[src/pkg/can_bt3_cfg.svh]
`ifndef CAN_BT3_CFG_SVH
`define CAN_BT3_CFG_SVH

// ****************************************************************
// Register layout
// ****************************************************************
`define BT3_REG_ADDR    8'h28
`define BT3_RESET_VALUE 8'h00
`define BT3_WRITE_MASK  8'hc7
`define BT3_SOF_BIT     7
`define BT3_WAKE_BIT    6
`define BT3_SEG_MSB     2
`define BT3_SEG_LSB     0
`define BT3_GAP_MSB     5
`define BT3_GAP_LSB     3

// ****************************************************************
// Timing
// ****************************************************************
`define CORE_CLK_PERIOD_NS 25
`define WAKE_FILTER_NS     1000
`define AUX_CLOCK_DIV      4

`endif

[src/pkg/can_bt3_pkg.sv]
package can_bt3_pkg;

	typedef enum logic [1:0] {
		SEG_IDLE = 2'b00,
		SEG_RUN  = 2'b01,
		SEG_DONE = 2'b11
	} seg_two_state_t;

	// Least time rounds up to whole cycles, never below one.
	function automatic int cycles_ceil(input int time_ns, input int period_ns);
		int n;
		n = (time_ns + period_ns - 1) / period_ns;
		return (n < 1) ? 1 : n;
	endfunction

endpackage

[src/design/wake_input_filter.sv]
`include "can_bt3_cfg.svh"

module wake_input_filter
	import can_bt3_pkg::*;
#(
	parameter int FILTER_CYCLES = cycles_ceil(`WAKE_FILTER_NS, `CORE_CLK_PERIOD_NS)
) (
	input  wire logic core_clk,
	input  wire logic rst,
	input  wire logic filter_on,
	input  wire logic wake_level,
	output logic      wake_out
);

	generate
		if (FILTER_CYCLES < 1 || FILTER_CYCLES > 65535) begin : g_bad
			$error("wake_input_filter: FILTER_CYCLES out of range");
		end
	endgenerate

	logic [15:0] stable_cnt_reg;
	logic [15:0] stable_cnt_next;
	logic        wake_out_next;
	wire         differs = wake_level != wake_out;
	wire         settled = stable_cnt_reg == 16'(FILTER_CYCLES - 1);

	// A disabled filter passes the level straight through; an enabled one
	// needs the new level to hold for the whole filter time.
	assign stable_cnt_next = (!filter_on || !differs || settled) ? 16'h0000 : stable_cnt_reg + 16'h0001;
	assign wake_out_next   = (!filter_on || (differs && settled)) ? wake_level : wake_out;

	always_ff @(posedge core_clk) begin
		if (rst) begin
			stable_cnt_reg <= 16'h0000;
			wake_out       <= 1'b0;
		end else begin
			stable_cnt_reg <= stable_cnt_next;
			wake_out       <= wake_out_next;
		end
	end

endmodule

[src/design/can_bit_timing_config_three.sv]
// Overview of operation
// - Enabled aux clock with frame marker select 1 puts start-of-frame on the pin.
// - Enabled aux clock with frame marker select 0 puts the divided clock on the pin.
// - With aux clock enable clear the select bit is ignored; the pin stays low.
// - Wake filter enable bit 6 switches the wake-up input filter on and off.
// - Bits 5 to 3 always read as zero.
// - Phase segment two lasts (bits 2 to 0 plus one) time quanta.
`include "can_bt3_cfg.svh"

module can_bit_timing_config_three
	import can_bt3_pkg::*;
#(
	parameter int AUX_DIV       = `AUX_CLOCK_DIV,
	parameter int FILTER_CYCLES = cycles_ceil(`WAKE_FILTER_NS, `CORE_CLK_PERIOD_NS)
) (
	input  wire logic       core_clk,
	input  wire logic       rst,
	input  wire logic       reg_wr_en,
	input  wire logic [7:0] reg_wr_data,
	output logic      [7:0] reg_rd_data,
	input  wire logic       aux_clock_enable,
	input  wire logic       frame_start,
	output logic            aux_clock_pin,
	input  wire logic       wake_pin,
	output logic            wake_filter_on,
	output logic            wake_detect,
	input  wire logic       time_quantum_tick,
	input  wire logic       phase_two_start,
	output logic            phase_two_active,
	output logic            phase_two_done
);

	generate
		if (AUX_DIV < 2 || AUX_DIV > 65534 || (AUX_DIV % 2) != 0) begin : g_bad_div
			$error("can_bit_timing_config_three: AUX_DIV must be even and at least 2");
		end
	endgenerate

	// ****************************************************************
	// Configuration register
	// ****************************************************************
	// The read image is the storage flop itself; the unimplemented bits are
	// masked on write so they can never hold a one.
	logic [7:0] cfg_reg;
	wire  [7:0] cfg_next = reg_wr_en ? (reg_wr_data & `BT3_WRITE_MASK) : cfg_reg;

	wire       sof_select     = cfg_reg[`BT3_SOF_BIT];
	wire       wake_filter_en = cfg_reg[`BT3_WAKE_BIT];
	wire [2:0] phase_segment_two_length = cfg_reg[`BT3_SEG_MSB:`BT3_SEG_LSB];

	always_ff @(posedge core_clk) begin
		if (rst) begin
			cfg_reg        <= `BT3_RESET_VALUE;
			wake_filter_on <= 1'b0;
		end else begin
			cfg_reg        <= cfg_next;
			wake_filter_on <= cfg_next[`BT3_WAKE_BIT];
		end
	end

	assign reg_rd_data = cfg_reg;

	// ****************************************************************
	// Auxiliary clock pin
	// ****************************************************************
	localparam int HALF_DIV = AUX_DIV / 2;

	logic [15:0] div_cnt_reg;
	logic        div_clk_reg;
	wire         div_wrap     = div_cnt_reg == 16'(HALF_DIV - 1);
	wire  [15:0] div_cnt_next = div_wrap ? 16'h0000 : div_cnt_reg + 16'h0001;
	wire         div_clk_next = div_wrap ? ~div_clk_reg : div_clk_reg;

	// Select bit only matters while the enable is set; otherwise the pin
	// parks low so a disabled output never shows a stray marker.
	wire pin_next = !aux_clock_enable ? 1'b0 :
	                sof_select        ? frame_start :
	                                    div_clk_reg;

	always_ff @(posedge core_clk) begin
		if (rst) begin
			div_cnt_reg   <= 16'h0000;
			div_clk_reg   <= 1'b0;
			aux_clock_pin <= 1'b0;
		end else begin
			div_cnt_reg   <= div_cnt_next;
			div_clk_reg   <= div_clk_next;
			aux_clock_pin <= pin_next;
		end
	end

	// ****************************************************************
	// Wake-up input
	// ****************************************************************
	// The pin is asynchronous, so it is synchronised before the filter.
	logic wake_meta_reg;
	logic wake_sync_reg;

	always_ff @(posedge core_clk) begin
		if (rst) begin
			wake_meta_reg <= 1'b0;
			wake_sync_reg <= 1'b0;
		end else begin
			wake_meta_reg <= wake_pin;
			wake_sync_reg <= wake_meta_reg;
		end
	end

	wake_input_filter #(
		.FILTER_CYCLES(FILTER_CYCLES)
	) u_wake_filter (
		.core_clk  (core_clk),
		.rst       (rst),
		.filter_on (wake_filter_en),
		.wake_level(wake_sync_reg),
		.wake_out  (wake_detect)
	);

	// ****************************************************************
	// Phase segment two timer
	// ****************************************************************
	seg_two_state_t state_reg;
	seg_two_state_t state_next;
	logic [2:0]     quanta_left_reg;
	logic [2:0]     quanta_left_next;

	wire last_quantum = time_quantum_tick && quanta_left_reg == 3'h0;

	// The length is sampled at start, so a write during a running segment
	// takes effect from the next one.
	always_comb begin
		state_next       = state_reg;
		quanta_left_next = quanta_left_reg;
		case (state_reg)
			SEG_IDLE: begin
				if (phase_two_start) begin
					state_next       = SEG_RUN;
					quanta_left_next = phase_segment_two_length;
				end
			end
			SEG_RUN: begin
				if (phase_two_start) begin
					quanta_left_next = phase_segment_two_length;
				end else if (last_quantum) begin
					state_next = SEG_DONE;
				end else if (time_quantum_tick) begin
					quanta_left_next = quanta_left_reg - 3'h1;
				end
			end
			SEG_DONE: begin
				state_next = SEG_IDLE;
				if (phase_two_start) begin
					state_next       = SEG_RUN;
					quanta_left_next = phase_segment_two_length;
				end
			end
			default: begin
				state_next = SEG_IDLE;
			end
		endcase
	end

	always_ff @(posedge core_clk) begin
		if (rst) begin
			state_reg        <= SEG_IDLE;
			quanta_left_reg  <= 3'h0;
			phase_two_active <= 1'b0;
			phase_two_done   <= 1'b0;
		end else begin
			state_reg        <= state_next;
			quanta_left_reg  <= quanta_left_next;
			phase_two_active <= state_next == SEG_RUN;
			phase_two_done   <= state_next == SEG_DONE;
		end
	end

	// ****************************************************************
	// Checks
	// ****************************************************************
	// Helper: quanta seen since the segment started, and length in use.
	logic [3:0] quanta_seen_reg;
	logic [2:0] len_used_reg;

	always_ff @(posedge core_clk) begin
		if (rst) begin
			quanta_seen_reg <= 4'h0;
			len_used_reg    <= 3'h0;
		end else if (state_next == SEG_RUN && state_reg != SEG_RUN) begin
			quanta_seen_reg <= 4'h0;
			len_used_reg    <= phase_segment_two_length;
		end else if (state_reg == SEG_RUN && phase_two_start) begin
			quanta_seen_reg <= 4'h0;
			len_used_reg    <= phase_segment_two_length;
		end else if (state_reg == SEG_RUN && time_quantum_tick) begin
			quanta_seen_reg <= quanta_seen_reg + 4'h1;
		end
	end
endmodule

[config.mk]
export PLATFORM = sky130hd
export DESIGN_NAME = can_bit_timing_config_three
export DESIGN_NICKNAME = d
export VERILOG_FILES = /design/src/pkg/can_bt3_pkg.sv /design/src/design/wake_input_filter.sv /design/src/design/can_bit_timing_config_three.sv
export VERILOG_INCLUDE_DIRS = /design/src /design/src/pkg
export SDC_FILE = /design/constraint.sdc
export NUM_CORES = 1
export LEC_CHECK = 0
export ABC_AREA = 1
export BUFFER_PORTS_ARGS = -buffer_cell sky130_fd_sc_hd__clkbuf_2
export CAP_MARGIN = 40
export CORE_MARGIN = 1.5
export CORE_UTILIZATION = 40
export DETAILED_ROUTE_END_ITERATION = 10
export GPL_TIMING_DRIVEN = 0
export HOLD_SLACK_MARGIN = 0.05
export PLACE_DENSITY_LB_ADDON = 0.2
export SETUP_SLACK_MARGIN = 0.3
export SYNTH_ARGS = -nofsm -noshare
export SYNTH_HDL_FRONTEND = slang
export SYNTH_SLANG_ARGS = --single-unit
[constraint.sdc]
create_clock -name core_clk -period 2.3 [get_ports core_clk]
set_clock_uncertainty 0.2 [all_clocks]
set_input_delay 0.345 -clock core_clk [delete_from_list [all_inputs] [get_ports core_clk]]
set_output_delay 0.345 -clock core_clk [all_outputs]
set_load 0.02 [all_outputs]
## After elaboration in Yosys (flattened, before gate mapping)

Cells that the tools add are included.

- Flip-flop bits (word level): 49
- Input port bits: 16
- Output and inout bits: 13
- Word-level logic and storage cells: 54

- $add $sub $neg: 3
- Eq/ne operators: 10
- Multiplexer cells: 11
- Bitwise logic cells: 2
- Reductions and logical operators: 15

Operators by type and width:

| kind | count |
|---|---|
| $add 16x1->16 const B | 2 |
| $eq 16x1->1 const B | 1 |
| $eq 16x6->1 const B | 1 |
| $mux 3 | 4 |
| $reduce_or 2->1 | 4 |
| $mux 2 | 3 |
| $ne 3x3->1 const B | 2 |
| $pmux 2 s3 | 1 |
| $pmux 3 s2 | 1 |
| $eq 2x1->1 const B | 2 |
| $eq 2x2->1 const B | 2 |
| $reduce_and 4->1 | 1 |
| $logic_not 3->1 | 1 |
| $logic_or 1x1->1 | 3 |
| $sub 3x1->3 const B | 1 |
| $logic_and 1x1->1 | 2 |
| $logic_not 1->1 | 2 |
| $logic_not 2->1 | 1 |
| $mux 1 | 2 |
| $ne 2x1->1 const B | 1 |
| $not 1->1 | 2 |
| $reduce_bool 2->1 | 1 |
| $ne 1x1->1 | 1 |

## Depth between registers and ports, before layout

- Depth after elaboration: 6
- Gate-level depth with buffers: 9
- Gate-level depth less buffers: 9

## Hierarchy

From an unflattened synthesis, not the netlist that was laid out.

- Cells, all modules: 352
- Area total of the unflattened synthesis: 2481.1 µm²

Modules (own cells, without submodules):

| module | instances | cells an instance | area each (µm²) |
|---|---|---|---|
| can_bit_timing_config_three | 1 | 226 | 1612.8 |
| wake_input_filter | 1 | 126 | 868.3 |

## Worst setup path after synthesis

Ideal clock, no wire load.

- Kind: reg2reg
- From: register state_reg[0]
- To: register quanta_left_reg[2]
- Arrival: 1319 ps
- Required time: 1990 ps
- Slack: 671 ps
- Cell stages (with the launch flop): 9
- Buffers on the path: 0
- Period minus slack after synthesis: 1629 ps
- Cell sequence: dfxtp_1 > inv_1 > ha_1 > nand2_1 > or2_2 > nand3_1 > nand2_1 > inv_1 > nor2_1

- Cells in the longest elaborated chain, start to end: 4

Ends and longest elaborated chain:

| item | line | source |
|---|---|---|
| start, declared | can_bit_timing_config_three.sv:122 | `seg_two_state_t state_reg;` |
| start signal, assigned | can_bit_timing_config_three.sv:170 | `state_reg <= state_next;` |
| $eq 2x2->1 / $logic_not 2->1 (equally long branches) | can_bit_timing_config_three.sv:134 | `case (state_reg)` |
| $reduce_or 2->1 (no source line) | n/a |  |
| $ne 2x1->1 (no source line) / $reduce_bool 2->1 (equally long branches) | n/a |  |
| $reduce_and 4->1 (no source line) | n/a |  |
| end signal, assigned | can_bit_timing_config_three.sv:171 | `quanta_left_reg <= quanta_left_next;` |
| end, declared | can_bit_timing_config_three.sv:124 | `logic [2:0] quanta_left_reg;` |

Several ways; a longest one is shown, not always the timed one.
A chain may end at the register's enable or synchronous reset.

## Worst setup path after layout

Ends and elaborated chain as after synthesis.

==> results by group <==
Global route
  – Largest net degree at the start of global routing: 15
  – Grt ovf: 0
  – All-Layer GR Usage: 0.152
  – First-pass GRT wire length: 7.71 mm
  – Initial antenna violation count: 0
  – Vias in the first global route: approximately 1800

Route
  – Pre-antenna DRT Iters: 4
  – Drt first-iter violations: ~70
  – Post-DR vias/cell: between 4 and 5
  – Via count: about 2100
  – DRC Markers: 0
  – WL/cell: between 9 and 10 um
  – Post-DRT Antenna Nets: 0
  – Final wirelength: 4.44 mm

Final layout
  – Proportion of layout cells with a drive suffix above 1: 0.140
  – Most frequent cells in the layout: 66 x nand2_1, 66 x nor2_1, 49 x dfxtp_1
  – Layout Utilization: 0.465
  – Ant diodes: 0
  – Area Growth Syn to Fin: 12.9%
  – Nets: just over 400

Power and ir drop
  – Sw frac: 0.270
  – Final Power: ~1.6 mW
  – Internal power: between 1 and 1.5 mW
  – Clk pwr share: 0.309
  – Flop pwr share: 0.566
  – Pleak: around 1.1 nW
  – Worst IR Drop VDD: between 0.3 and 0.4 mV
  – Power per cell area: about 580 mW/mm^2
  – Net switching power: 0.433 mW
  – Combinational share of power: 0.125

Clock tree
  – H-tree levels: 2
  – Worst-skew pair later-pin latency: about 0.31 ns
  – Post-CTS Resized: 0
  – Clock slew at reported path FFs: approximately 0.09 ns
  – Root buffer cell: clkbuf_8
  – CTS Buf Count: 5
  – Clk sinks: between 40 and 50
  – CTS Buffer Depth: 2
  – CTS tree: built
  – Post-CTS setup buffer count: 0

Timing
  – Final setup fails: 0
  – Setup ws final: 0.521 ns
  – Fmax: between 0.5 and 0.6 GHz
  – Setup TNS Final: 0 ns
  – Final slew viol count: 0
  – Fin crit share: 0.774
  – RSZ-0062 raised after global routing: no
  – Crit path time final: approximately 1.8 ns
  – Hold_ws: between 0.06 and 0.07 ns
  – Final hold violations: 0

Setup path
  – Crit path required time: between 2 and 2.5 ns
  – Critical Path Fanout Max: 6
  – Worst setup SP type: register
  – Crit path kind: register to register
  – Worst Setup SP: state_reg[0]$_SDFF_PP0_
  – Worst EP arrival: about 1.8 ns
  – Reg2reg start: state_reg[0]$_SDFF_PP0_
  – CP endpoint kind: register

Die
  – Die height: roughly 81 um
  – Die footprint: 0.00657 sq mm
  – Row count: 28
  – Die Wd: 81.1 um
  – Top Ports: 29
  – Initial Utilization: 0.412
  – Core area: between 0.005 and 0.006 sq mm

Status
  – Status: complete, no violations

Placed design
  – Place WS: roughly 0.54 ns
  – Dpl hpwl: approximately 3.3 mm
  – GPL Wtd Cong: 0.815
  – Port Buffers: 22

Hold path
  – Worst min-delay path class: input pin to register
  – Hold path start: reg_wr_data[1]

Job
  – Max cap viols: 0

Logic synthesis
  – Synth warn: 0
  – Async set or reset register ratio after synthesis: 0
  – Distinct cell type count after synthesis: 29
  – Flops & latches, synth: 49
  – Post-synth EDFFs: 0
  – Synth Flop Type: dfxtp_1
  – Syn Area/Cell: just over 7 sq um
  – Sequential area share after synthesis: 0.402
  – Synth Cell Area: between 0.002 and 0.0025 sq mm
  – Post-Synthesis Cells: 345
[repair_timing]
item	in CTS	in global routing
setup endpoints to repair	0	0
hold endpoints to repair	2	0
hold buffers	2	0
[worst max-delay path, cell delays in order (launching register included)]
cell and delay, ns:
dfxtp_1 0.42, inv_1 0.09, ha_1 0.34, nand2_1 0.13, or2_2 0.29, nand3_1 0.08
nand2_1 0.05, inv_1 0.04, nor2_1 0.03
[per-stage QoR]
step,std cells,instance area [sq um]
5_1_grt,454,2750
2_1_floorplan,347,2450
3_3_place_gp,444,2650
3_5_place_dp,444,2650
4_1_cts,454,2750
6_report,454,2750
[power by group through the flow]
stage / logic [mW] / clock network, mW / registers [mW]
floorplan: 0.133 / 0 / 0.938
global placement: 0.198 / 0 / 0.928
detailed placement: 0.198 / 0 / 0.929
CTS: 0.202 / 0.521 / 0.910
global route: 0.235 / 0.551 / 0.915
finish: 0.200 / 0.496 / 0.909
[layer usage]
layer,wire (um),GRT usage,share of wire,vias up
met2,1960,0.243,0.44,27
li1,-,-,-,1147
met5,0,0,0,-
met1,2290,0.198,0.51,900
met3,127,0.0371,0.029,6
met4,71,0.0569,0.016,0
[worst paths after layout]
check,depth (start not counted),to,slack [ns]
hold reg to reg,2,wake_sync_reg$_SDFF_PP0_,0.21
setup reg to reg,8,quanta_left_reg[2]$_SDFFE_PP0P_,0.52
hold / removal,3,reg_rd_data[1]$_SDFFE_PP0P_,0.07
setup / recovery,8,quanta_left_reg[2]$_SDFFE_PP0P_,0.52
[Yosys cell counts (2+ instances only)]
| library cell | count | area, sq um |
|---|---|---|
| nand3_1 | 27 | 135 |
| nor2_2 | 3 | 18.8 |
| nor3_2 | 2 | 20.0 |
| nand2_1 | 66 | 248 |
| a21oi_2 | 2 | 17.5 |
| nand3b_1 | 2 | 15.0 |
| nand3_2 | 2 | 20.0 |
| nand2_2 | 3 | 18.8 |
| dfxtp_1 | 49 | 981 |
| buf_4 | 4 | 30.0 |
| inv_2 | 2 | 7.51 |
| ha_1 | 10 | 125 |
| or2_2 | 2 | 12.5 |
| nor3_1 | 3 | 15.0 |
| xor2_1 | 8 | 70.1 |
| o21ai_0 | 14 | 70.1 |
| nor2_1 | 66 | 248 |
| inv_1 | 43 | 161 |
| a21oi_1 | 20 | 100 |
| nand4_1 | 5 | 31.3 |
| buf_6 | 2 | 22.5 |
| xnor2_1 | 3 | 26.3 |
[cell type report]
| type | count | area (sq um) |
|---|---|---|
| well taps | 75 | 93.8 |
| fillers | 614 | 3170 |
| flip-flops and latches | 49 | 981 |
| clock buffers | 6 | 72.6 |
| repair buffers | 24 | 130 |
| plain buffers | 7 | 57.6 |
| multi-input cells | 246 | 1240 |
| inverters | 45 | 169 |
| clock inverters | 2 | 10.0 |
[logic make-up (layout without fill, tap and decap cells)]
group,after synthesis,count (layout),share of synthesized area
AOI/OAI and AO/OA,38,38,0.0821
buffers and inverters,52,84,0.0929
DFF,49,49,0.402
other,1,3,0.00154
adders and majority gates,10,10,0.0513
and+or+nand+nor,184,184,0.330
xor gates and xnor gates,11,11,0.0395
(Power assumes the default switching activity.)
